$ cat src/iwfd_pkg.sv
// Purpose: Shared constants and types for the I/O window forward decoder
// Assumes: Configuration offsets are byte addresses within the bridge header
// Notes:   Dword selection uses offset bits [7:2], byte lane uses bits [1:0]
package iwfd_pkg;

   // ***************************************************************
   // Configuration offsets
   // ***************************************************************
   localparam logic [7:0]  IWFD_OFF_BASE_LOW   = 8'h1C;
   localparam logic [7:0]  IWFD_OFF_LIMIT_LOW  = 8'h1D;
   localparam logic [7:0]  IWFD_OFF_BASE_HIGH  = 8'h30;
   localparam logic [7:0]  IWFD_OFF_LIMIT_HIGH = 8'h32;

   // ***************************************************************
   // Field layout and reset values
   // ***************************************************************
   localparam logic [3:0]  IWFD_IO32_CODE      = 4'h1;      // Low nibble: 32-bit I/O decode
   localparam logic [11:0] IWFD_BASE_LOW_BITS  = 12'h000;   // Implied base bits [11:0]
   localparam logic [11:0] IWFD_LIMIT_LOW_BITS = 12'hFFF;   // Implied limit bits [11:0]
   localparam logic [31:0] IWFD_BASE_RST       = 32'h0000_0000;
   localparam logic [31:0] IWFD_LIMIT_RST      = 32'h0000_0FFF;
   localparam logic [15:0] IWFD_ISA_SEG_HIGH   = 16'h0000;  // Address [31:16] of first 64 kB
   localparam logic [1:0]  IWFD_ISA_LOW_QUAD   = 2'h0;      // Address [9:8] of bottom 256 bytes

   // ***************************************************************
   // Decision carrier
   // ***************************************************************
   typedef struct packed {
      logic        fwd;   // Transaction is forwarded across the bridge
      logic [31:0] addr;  // Address, passed through unchanged
   } iwfd_dec_t;

endpackage : iwfd_pkg

$ cat src/iwfd_decode.sv
// Purpose: I/O window decode for downstream and upstream forwarding of a transparent bridge
// Assumes: Command and bridge control enables arrive as levels from the command logic
// Notes:   Each decision is presented one cycle after its request, as a registered pulse

// Operation
// (RULE1) I/O enable clear: primary I/O transactions are never claimed.
// (RULE2) Master enable clear: secondary I/O and memory transactions are ignored.
// (RULE3) Primary I/O inside the window goes downstream.
// (RULE4) Secondary I/O outside the window goes upstream.
// (RULE5) Address passes unchanged; every non-downstream address counts as upstream.
// (RULE6) Base above limit disables window; all secondary I/O goes upstream.
// (RULE7) Window is 4 kB aligned, 4 kB granular, up to 4 GB.
// (RULE8) Base low byte: writable upper nibble is bits 15:12, low nibble reads 1.
// (RULE9) Base bits 11:0 are taken as zero.
// (RULE10) Base upper register, fully writable, supplies bits 31:16.
// (RULE11) Reset clears the whole 32-bit base.
// (RULE12) Limit low byte: writable upper nibble is bits 15:12, low nibble reads 1.
// (RULE13) Limit bits 11:0 are taken as all ones.
// (RULE14) Limit upper register, fully writable, supplies bits 31:16.
// (RULE15) Reset sets limit to cover the lowest 4 kB.
// (RULE16) ISA mode acts only in window with address bits 31:16 zero.
// (RULE17) ISA mode: only bottom 256 bytes per 1 kB below 64 kB go down.
// (RULE18) ISA mode: addresses at or above 64 kB use the plain window.
// (RULE19) ISA mode, master on: upper 768 bytes below 64 kB go upstream.
// (RULE20) ISA mode: other secondary I/O goes upstream only when outside window.
// (RULE21) Software programs window and ISA before enables, changes only when idle.
// (RULE22) Window test is inclusive over the full 32-bit address.
module iwfd_decode
   import iwfd_pkg::*;
(
   // Clock and reset
   input  wire logic        SYS_CLK_I,
   input  wire logic        RST_I,
   // Command and bridge control enables
   input  wire logic        IO_EN_I,
   input  wire logic        MASTER_EN_I,
   input  wire logic        ISA_EN_I,
   // Configuration access from the primary bus
   input  wire logic        CFG_WR_I,
   input  wire logic        CFG_RD_I,
   input  wire logic [7:0]  CFG_ADDR_I,
   input  wire logic [3:0]  CFG_BE_I,
   input  wire logic [31:0] CFG_WDATA_I,
   output logic      [31:0] CFG_RDATA_O,
   output logic             CFG_RVALID_O,
   // Primary side I/O request and decision
   input  wire logic        P_IO_VALID_I,
   input  wire logic [31:0] P_IO_ADDR_I,
   output logic             P_DEC_VALID_O,
   output iwfd_dec_t        P_DEC_O,
   // Secondary side I/O request and decision
   input  wire logic        S_IO_VALID_I,
   input  wire logic [31:0] S_IO_ADDR_I,
   output logic             S_DEC_VALID_O,
   output iwfd_dec_t        S_DEC_O
);

   // ***************************************************************
   // Helper functions
   // ***************************************************************

   // Inclusive full-width compare; base above limit can never match
   function automatic logic in_window(input logic [31:0] a,
                                      input logic [31:0] lo,
                                      input logic [31:0] hi);
      in_window = (a >= lo) && (a <= hi); // RULE22 RULE6 RULE7
   endfunction : in_window

   // Upper 768 bytes of a 1 kB block inside the first 64 kB
   function automatic logic isa_alias(input logic [31:0] a);
      isa_alias = (a[31:16] == IWFD_ISA_SEG_HIGH) && (a[9:8] != IWFD_ISA_LOW_QUAD); // RULE16
   endfunction : isa_alias

   // ***************************************************************
   // Window registers
   // ***************************************************************
   logic [3:0]  base_nib_q;
   logic [3:0]  base_nib_d;
   logic [3:0]  lim_nib_q;
   logic [3:0]  lim_nib_d;
   logic [15:0] base_hi_q;
   logic [15:0] base_hi_d;
   logic [15:0] lim_hi_q;
   logic [15:0] lim_hi_d;
   logic [31:0] base_addr;
   logic [31:0] lim_addr;
   logic        sel_low;
   logic        sel_high;

   // Dword decode of the two configuration words holding the window
   assign sel_low  = (CFG_ADDR_I[7:2] == IWFD_OFF_BASE_LOW[7:2]);
   assign sel_high = (CFG_ADDR_I[7:2] == IWFD_OFF_BASE_HIGH[7:2]);

   // Expanded window bounds
   assign base_addr = {base_hi_q, base_nib_q, IWFD_BASE_LOW_BITS};  // RULE9 RULE10
   assign lim_addr  = {lim_hi_q, lim_nib_q, IWFD_LIMIT_LOW_BITS};   // RULE13 RULE14

   // Byte-lane writes; the upper two bytes of the low dword are not ours and ignored
   always_comb begin
      base_nib_d = base_nib_q;
      lim_nib_d  = lim_nib_q;
      base_hi_d  = base_hi_q;
      lim_hi_d   = lim_hi_q;
      if (CFG_WR_I && sel_low) begin
         if (CFG_BE_I[IWFD_OFF_BASE_LOW[1:0]]) begin
            base_nib_d = CFG_WDATA_I[7:4]; // RULE8
         end
         if (CFG_BE_I[IWFD_OFF_LIMIT_LOW[1:0]]) begin
            lim_nib_d = CFG_WDATA_I[15:12]; // RULE12
         end
      end
      if (CFG_WR_I && sel_high) begin
         if (CFG_BE_I[0]) begin
            base_hi_d[7:0] = CFG_WDATA_I[7:0]; // RULE10
         end
         if (CFG_BE_I[1]) begin
            base_hi_d[15:8] = CFG_WDATA_I[15:8]; // RULE10
         end
         if (CFG_BE_I[2]) begin
            lim_hi_d[7:0] = CFG_WDATA_I[23:16]; // RULE14
         end
         if (CFG_BE_I[3]) begin
            lim_hi_d[15:8] = CFG_WDATA_I[31:24]; // RULE14
         end
      end
   end

   // Window state; reset gives the lowest 4 kB block
   always_ff @(posedge SYS_CLK_I) begin
      if (RST_I) begin
         base_nib_q <= IWFD_BASE_RST[15:12];  // RULE11
         base_hi_q  <= IWFD_BASE_RST[31:16];  // RULE11
         lim_nib_q  <= IWFD_LIMIT_RST[15:12]; // RULE15
         lim_hi_q   <= IWFD_LIMIT_RST[31:16]; // RULE15
      end else begin
         base_nib_q <= base_nib_d;
         base_hi_q  <= base_hi_d;
         lim_nib_q  <= lim_nib_d;
         lim_hi_q   <= lim_hi_d;
      end
   end

   // ***************************************************************
   // Configuration read port
   // ***************************************************************
   logic [31:0] rdata_q;
   logic [31:0] rdata_d;
   logic        rvalid_q;
   logic        rvalid_d;

   // Unmapped dwords and foreign bytes read as zero
   always_comb begin
      rvalid_d = CFG_RD_I;
      rdata_d  = 32'h0000_0000;
      if (CFG_RD_I && sel_low) begin
         rdata_d = {16'h0000, lim_nib_q, IWFD_IO32_CODE, base_nib_q, IWFD_IO32_CODE}; // RULE8 RULE12
      end else if (CFG_RD_I && sel_high) begin
         rdata_d = {lim_hi_q, base_hi_q};
      end
   end

   // Read answer one cycle after the strobe
   always_ff @(posedge SYS_CLK_I) begin
      if (RST_I) begin
         rdata_q  <= 32'h0000_0000;
         rvalid_q <= 1'b0;
      end else begin
         rdata_q  <= rdata_d;
         rvalid_q <= rvalid_d;
      end
   end

   assign CFG_RDATA_O  = rdata_q;
   assign CFG_RVALID_O = rvalid_q;

   // ***************************************************************
   // Forwarding decisions
   // ***************************************************************
   logic      p_in_win;
   logic      s_in_win;
   logic      p_down;
   logic      s_up;
   logic      p_vld_q;
   logic      p_vld_d;
   logic      s_vld_q;
   logic      s_vld_d;
   iwfd_dec_t p_dec_q;
   iwfd_dec_t p_dec_d;
   iwfd_dec_t s_dec_q;
   iwfd_dec_t s_dec_d;

   assign p_in_win = in_window(P_IO_ADDR_I, base_addr, lim_addr);
   assign s_in_win = in_window(S_IO_ADDR_I, base_addr, lim_addr);

   // Downstream: in window, trimmed to bottom 256 bytes per 1 kB below 64 kB under ISA
   assign p_down = IO_EN_I && p_in_win                         // RULE1 RULE3 RULE18
                   && !(ISA_EN_I && isa_alias(P_IO_ADDR_I));    // RULE16 RULE17
   // Upstream: complement of the window, plus ISA aliases, no gaps
   assign s_up   = MASTER_EN_I                                 // RULE2
                   && (!s_in_win                                // RULE4 RULE5 RULE6 RULE20
                       || (ISA_EN_I && isa_alias(S_IO_ADDR_I))); // RULE19

   // Address is carried through untranslated
   always_comb begin
      p_vld_d      = P_IO_VALID_I;
      s_vld_d      = S_IO_VALID_I;
      p_dec_d.fwd  = P_IO_VALID_I && p_down;
      p_dec_d.addr = P_IO_ADDR_I; // RULE5
      s_dec_d.fwd  = S_IO_VALID_I && s_up;
      s_dec_d.addr = S_IO_ADDR_I; // RULE5
   end

   // Registered decisions keep the compare off the output path
   always_ff @(posedge SYS_CLK_I) begin
      if (RST_I) begin
         p_vld_q <= 1'b0;
         s_vld_q <= 1'b0;
         p_dec_q <= '0;
         s_dec_q <= '0;
      end else begin
         p_vld_q <= p_vld_d;
         s_vld_q <= s_vld_d;
         p_dec_q <= p_dec_d;
         s_dec_q <= s_dec_d;
      end
   end

   assign P_DEC_VALID_O = p_vld_q;
   assign P_DEC_O       = p_dec_q;
   assign S_DEC_VALID_O = s_vld_q;
   assign S_DEC_O       = s_dec_q;

   // ***************************************************************
   // Assertions
   // ***************************************************************
   a_io_disable_block: assert property (@(posedge SYS_CLK_I) disable iff (RST_I) // RULE1
      (P_IO_VALID_I && !IO_EN_I) |=> (P_DEC_VALID_O && !P_DEC_O.fwd))
      else $error("primary I/O claimed with I/O enable clear");

   a_master_off_ignore: assert property (@(posedge SYS_CLK_I) disable iff (RST_I) // RULE2
      (S_IO_VALID_I && !MASTER_EN_I) |=> (S_DEC_VALID_O && !S_DEC_O.fwd))
      else $error("secondary I/O forwarded with master enable clear");

   a_down_in_window: assert property (@(posedge SYS_CLK_I) disable iff (RST_I) // RULE3
      (P_IO_VALID_I && IO_EN_I && !ISA_EN_I && (P_IO_ADDR_I >= base_addr) && (P_IO_ADDR_I <= lim_addr))
      |=> P_DEC_O.fwd)
      else $error("in-window primary I/O not forwarded");

   a_addr_unchanged: assert property (@(posedge SYS_CLK_I) disable iff (RST_I) // RULE5
      (P_IO_VALID_I && S_IO_VALID_I)
      |=> ((P_DEC_O.addr == $past(P_IO_ADDR_I)) && (S_DEC_O.addr == $past(S_IO_ADDR_I))))
      else $error("forwarded address altered");

   a_off_window_up: assert property (@(posedge SYS_CLK_I) disable iff (RST_I) // RULE6
      (S_IO_VALID_I && MASTER_EN_I && (base_addr > lim_addr)) |=> S_DEC_O.fwd)
      else $error("disabled window did not send secondary I/O upstream");

   a_low_nibble_code: assert property (@(posedge SYS_CLK_I) disable iff (RST_I) // RULE8
      (CFG_RD_I && (CFG_ADDR_I == IWFD_OFF_BASE_LOW))
      |=> (CFG_RVALID_O && (CFG_RDATA_O[3:0] == 4'h1) && (CFG_RDATA_O[11:8] == 4'h1)))
      else $error("base or limit low nibble not reading 1");

   a_reset_window: assert property (@(posedge SYS_CLK_I) // RULE11
      RST_I |=> ((base_addr == 32'h0000_0000) && (lim_addr == 32'h0000_0FFF)))
      else $error("window not at lowest 4 kB after reset");

   a_isa_block_down: assert property (@(posedge SYS_CLK_I) disable iff (RST_I) // RULE17
      (P_IO_VALID_I && ISA_EN_I && (P_IO_ADDR_I[31:16] == 16'h0000) && (P_IO_ADDR_I[9:8] != 2'h0))
      |=> !P_DEC_O.fwd)
      else $error("ISA alias forwarded downstream");

   a_isa_high_plain: assert property (@(posedge SYS_CLK_I) disable iff (RST_I) // RULE18
      (P_IO_VALID_I && IO_EN_I && ISA_EN_I && (P_IO_ADDR_I[31:16] != 16'h0000)
       && (P_IO_ADDR_I >= base_addr) && (P_IO_ADDR_I <= lim_addr)) |=> P_DEC_O.fwd)
      else $error("window above 64 kB altered by ISA mode");

   a_isa_alias_up: assert property (@(posedge SYS_CLK_I) disable iff (RST_I) // RULE19
      (S_IO_VALID_I && MASTER_EN_I && ISA_EN_I && (S_IO_ADDR_I[31:16] == 16'h0000)
       && (S_IO_ADDR_I[9:8] != 2'h0)) |=> S_DEC_O.fwd)
      else $error("ISA alias not forwarded upstream");

   a_in_window_stay: assert property (@(posedge SYS_CLK_I) disable iff (RST_I) // RULE20
      (S_IO_VALID_I && (S_IO_ADDR_I >= base_addr) && (S_IO_ADDR_I <= lim_addr)
       && !(ISA_EN_I && (S_IO_ADDR_I[31:16] == 16'h0000) && (S_IO_ADDR_I[9:8] != 2'h0)))
      |=> !S_DEC_O.fwd)
      else $error("in-window secondary I/O forwarded upstream");

   // Out-of-window secondary traffic must reach the primary bus
   a_up_out_window: assert property (@(posedge SYS_CLK_I) disable iff (RST_I) // RULE4
      (S_IO_VALID_I && MASTER_EN_I && ((S_IO_ADDR_I < base_addr) || (S_IO_ADDR_I > lim_addr)))
      |=> S_DEC_O.fwd)
      else $error("out-of-window secondary I/O not forwarded upstream");

   // ISA mode only trims the window, it never widens it downstream
   a_isa_no_widen: assert property (@(posedge SYS_CLK_I) disable iff (RST_I) // RULE16
      (P_IO_VALID_I && ISA_EN_I && ((P_IO_ADDR_I < base_addr) || (P_IO_ADDR_I > lim_addr)))
      |=> !P_DEC_O.fwd)
      else $error("out-of-window primary I/O claimed in ISA mode");

   // Full dword write lands in both upper halves
   a_high_write_land: assert property (@(posedge SYS_CLK_I) disable iff (RST_I) // RULE10
      (CFG_WR_I && sel_high && (CFG_BE_I == 4'hF))
      |=> ({lim_hi_q, base_hi_q} == $past(CFG_WDATA_I)))
      else $error("upper base or limit write did not land");

endmodule : iwfd_decode

$ cat config.mk
export PLATFORM = sky130hd
export DESIGN_NAME = iwfd_decode
export DESIGN_NICKNAME = d
export VERILOG_FILES = /design/src/iwfd_pkg.sv /design/src/iwfd_decode.sv
export SDC_FILE = /design/constraint.sdc
export NUM_CORES = 1
export LEC_CHECK = 0
export ABC_AREA = 1
export BUFFER_PORTS_ARGS = -buffer_cell sky130_fd_sc_hd__buf_2
export CORE_UTILIZATION = 35
export CTS_CLUSTER_DIAMETER = 80
export CTS_CLUSTER_SIZE = 10
export DETAILED_ROUTE_END_ITERATION = 10
export SYNTH_ARGS = -nofsm -noshare
export SYNTH_HDL_FRONTEND = slang
export SYNTH_SLANG_ARGS = --single-unit
$ cat constraint.sdc
create_clock -name SYS_CLK_I -period 1.8 [get_ports SYS_CLK_I]
set_input_delay 0.09 -clock SYS_CLK_I [delete_from_list [all_inputs] [get_ports SYS_CLK_I]]
set_output_delay 0.09 -clock SYS_CLK_I [all_outputs]
set_load 0.05 [all_outputs]
==> summary.md <==
The flow ran to the end, and the final reports show no timing, DRC or antenna violations. The worst hold path belongs to the class in -> reg. The tightest slew margin relative to the limit was 0.674. Post-detailed-placement cell area: 7640 um^2.

Input and output buffers added on the ports amount to 215. The first-pass GRT wire length was 30400 um. The sequential element share of the synthesized area was 0.446. STA puts the critical path data arrival time at 1950 ps. The average via count per standard cell was 4.46; the later-pin clock latency in the skew report was 420 ps. For the leakage power summed over all cells, the log shows 4.60 nW. In this run the worst path has a maximum fanout of 4. The layout cell share with drive strength beyond 1 was 0.244. The xor and xnor fraction of the mapped netlist area is 0, and the highest ir drop seen on vdd is 0.000675 V. For this run, design rule violations remaining after detail routing come to 0. The count of flip-flops with a built-in enable after synthesis is 0. The combined area of all synthesized cells is 6330 um^2, and the non-filler instance count after layout is 1357.

In this run the number of H-tree levels came out at 4. The initialized floorplan defines 48 standard-cell rows. 218 I/O pins were placed.

The fraction of the mapped netlist area in compound gates works out to 0.116. Leaving out fill and tap cells, the most frequent cells in the layout are sky130_fd_sc_hd__buf_2 (215), sky130_fd_sc_hd__dfxtp_1 (139), sky130_fd_sc_hd__inv_1 (133), sky130_fd_sc_hd__nor2_1 (129), sky130_fd_sc_hd__nand2_1 (102). The fill cell total of the finished layout came out at 1685.

STA classifies the critical path endpoint as a flip-flop. The run gives 0.362 as the effective utilization at floorplan. The period utilization was 0.910; the number of vias after detailed routing was 6050. The Yosys step of the flow raised 0 warnings.

For this run, the top clock speed supported by timing is 610 MHz. The worst setup path category was in -> reg. The share of synthesized area spent on multiplexers was 0. The top flip-flop cell by instance count after synthesis is sky130_fd_sc_hd__dfxtp_1. For the number of max-cap violations, the log shows 0. At the worst endpoint, the required time is 2120 ps. The post-route antenna net violation count was 0. Leaving out fill and tap cells, the most frequent cell in the layout is sky130_fd_sc_hd__buf_2. In this run, placement finished with an instance count of 1221. Counting every instance in the synthesized netlist gives 793. Clock tree synthesis found a total of 141 sinks.

After detailed routing, the average wire length per cell comes to 14.4 um. The total grt overflow was 0; the die footprint was 18600 um^2. The net count after synthesis was 990. The number of antenna violations at the first check in global routing is 2. For this run, the post-layout net count is 1313. The routability congestion estimate from global placement was 0.819. After synthesis, the largest family of logic cells by area is simple AND/OR/NAND/NOR gates.

The routed design has 19500 um of wire. The smallest clock period supported by the final layout is computed as 1640 ps. The number of different library cells used by synthesis comes to 28. Share of synthesized flip-flops with an asynchronous set or reset: 0. The first TritonRoute pass finished after 4 iterations.

For the buffer levels on the longest clock path, the log shows 2. The setup clock skew after layout was 8.23 ps. At the pin with the least slew margin, the transition time is 488 ps.

CTS placed an instance of sky130_fd_sc_hd__clkbuf_16 at the clock tree root. The adder-cell area share of the yosys netlist was 0.158; the post-route cell area was 9300 um^2. The overall power of the completed layout was 7.94 mW; the power density over the cells was 854 nW/um^2.

The max-slew violation count came out at 0. After synthesis, the mean cell area works out to 7.98 um^2. The clock buffer count from CTS came out at 17. The number of global-route vias before repair was 6009; the area of the placeable core was 17500 um^2. Clock-pin slew was measured on the worst setup and hold paths at 60 ps. The die is 136 um wide. The register bit total from synthesis was 141.

TritonCTS built the clock tree. After the first detailed-routing iteration, the DRC count stood at 239. Entering global routing, the biggest net connects 48 pins. The worst setup path is launched from an input port. The post-synthesis share of cell area spent on and, or, nand and nor gates was 0.182. For the utilization after layout, the log shows 0.532.

The wire-length estimate of the detail-placed layout is 14400 um. The overall global routing resource usage came out at 0.217. From synthesis to final layout, the design area changed by 47.0%. The run gives 0 as the number of failing hold endpoints at the final stage.

The die is 136 um tall. Final number of setup-violating endpoints: 0.
[Yosys cell counts (7+ instances only)]
library cell	count	area (um^2)
sky130_fd_sc_hd__nor2_1	133	499
sky130_fd_sc_hd__o21ai_0	44	220
sky130_fd_sc_hd__o22ai_1	7	43.8
sky130_fd_sc_hd__nand4_1	18	113
sky130_fd_sc_hd__ha_1	80	1000
sky130_fd_sc_hd__buf_2	7	35.0
sky130_fd_sc_hd__inv_1	135	507
sky130_fd_sc_hd__nand3_1	7	35.0
sky130_fd_sc_hd__clkbuf_1	8	30.0
sky130_fd_sc_hd__dfxtp_1	141	2820
sky130_fd_sc_hd__a21oi_1	75	375
sky130_fd_sc_hd__nand2_1	102	383
[routing by layer]
metal | up-vias | GRT usage | share of wire
li1 | 3188 | - | -
met1 | 2688 | 0.263 | 0.45
met2 | 148 | 0.372 | 0.49
met3 | 26 | 0.0462 | 0.045
met4 | 0 | 0.0852 | 0.019
met5 | - | 0 | 0
[worst paths after layout]
check        slack (ps)  depth (start not counted)            start               to
max                 160                         13  P_IO_ADDR_I[30]      P_DEC_O[32]
min                  20                          4      MASTER_EN_I      S_DEC_O[32]
max reg2reg         170                         12     lim_hi_q[14]      P_DEC_O[32]
min reg2reg         470                          2     lim_nib_q[0]  CFG_RDATA_O[12]
[power breakdown]
part           switching, mW  internal (mW)
sequential            0.0182           3.21
clock                   1.37           2.18
combinational          0.716          0.452
total                   2.10           5.84
[kinds of logic after synthesis]
kind of cell,Yosys count
compound gates,140
fa+ha+maj,80
buf+inv,154
flops,141
simple gates,278
[layout make-up]
class / instances / area (um^2) / share of cell area
multi-input combinational: 498 / 2930 / 0.315
sequential: 141 / 2830 / 0.304
timing repair buffer: 323 / 2150 / 0.231
inverter: 135 / 507 / 0.0545
clock buffer: 22 / 484 / 0.0520
tap: 225 / 282 / 0.0303
clock inverter: 10 / 113 / 0.0121
antenna: 3 / 7.51 / 0.000807
[through the flow]
step	hold slack (ps)	TNS, ps	setup WS (ps)
finish	20.5	0	161
detailed placement	320	0	73.6
global placement	312	0	84.3
floorplan	197	0	341
CTS	12.3	0	53.2
global route	26.0	-16.9	-16.9
[critical path, stage by stage]
cell and delay [ps]:
sky130_fd_sc_hd__dlygate4sd3_1 540, sky130_fd_sc_hd__buf_2 160, sky130_fd_sc_hd__ha_1 280, sky130_fd_sc_hd__nand2_1 60, sky130_fd_sc_hd__inv_1 60, sky130_fd_sc_hd__nand3_2 70, sky130_fd_sc_hd__or2_4 280, sky130_fd_sc_hd__nor2_4 110
sky130_fd_sc_hd__nand2_1 60, sky130_fd_sc_hd__nand2_1 60, sky130_fd_sc_hd__nor2_1 40, sky130_fd_sc_hd__nor2_1 100, sky130_fd_sc_hd__nor2_1 40
[what timing repair did]
action,in CTS,in global routing
endpoints found under the hold margin,107,0
hold buffers,101,0
setup buffers,0,0
endpoints found under the setup margin,0,2
resized for setup,0,14
[state kept, by name, indices dropped and copies added (netlist names), 4 cells and up]
signal,flops
base_nib_q,4
S_DEC_O,33
P_DEC_O,33
base_hi_q,16
CFG_RDATA_O,32
lim_nib_q,4
lim_hi_q,16
No activity file was read; power rests on OpenSTA's default activity.
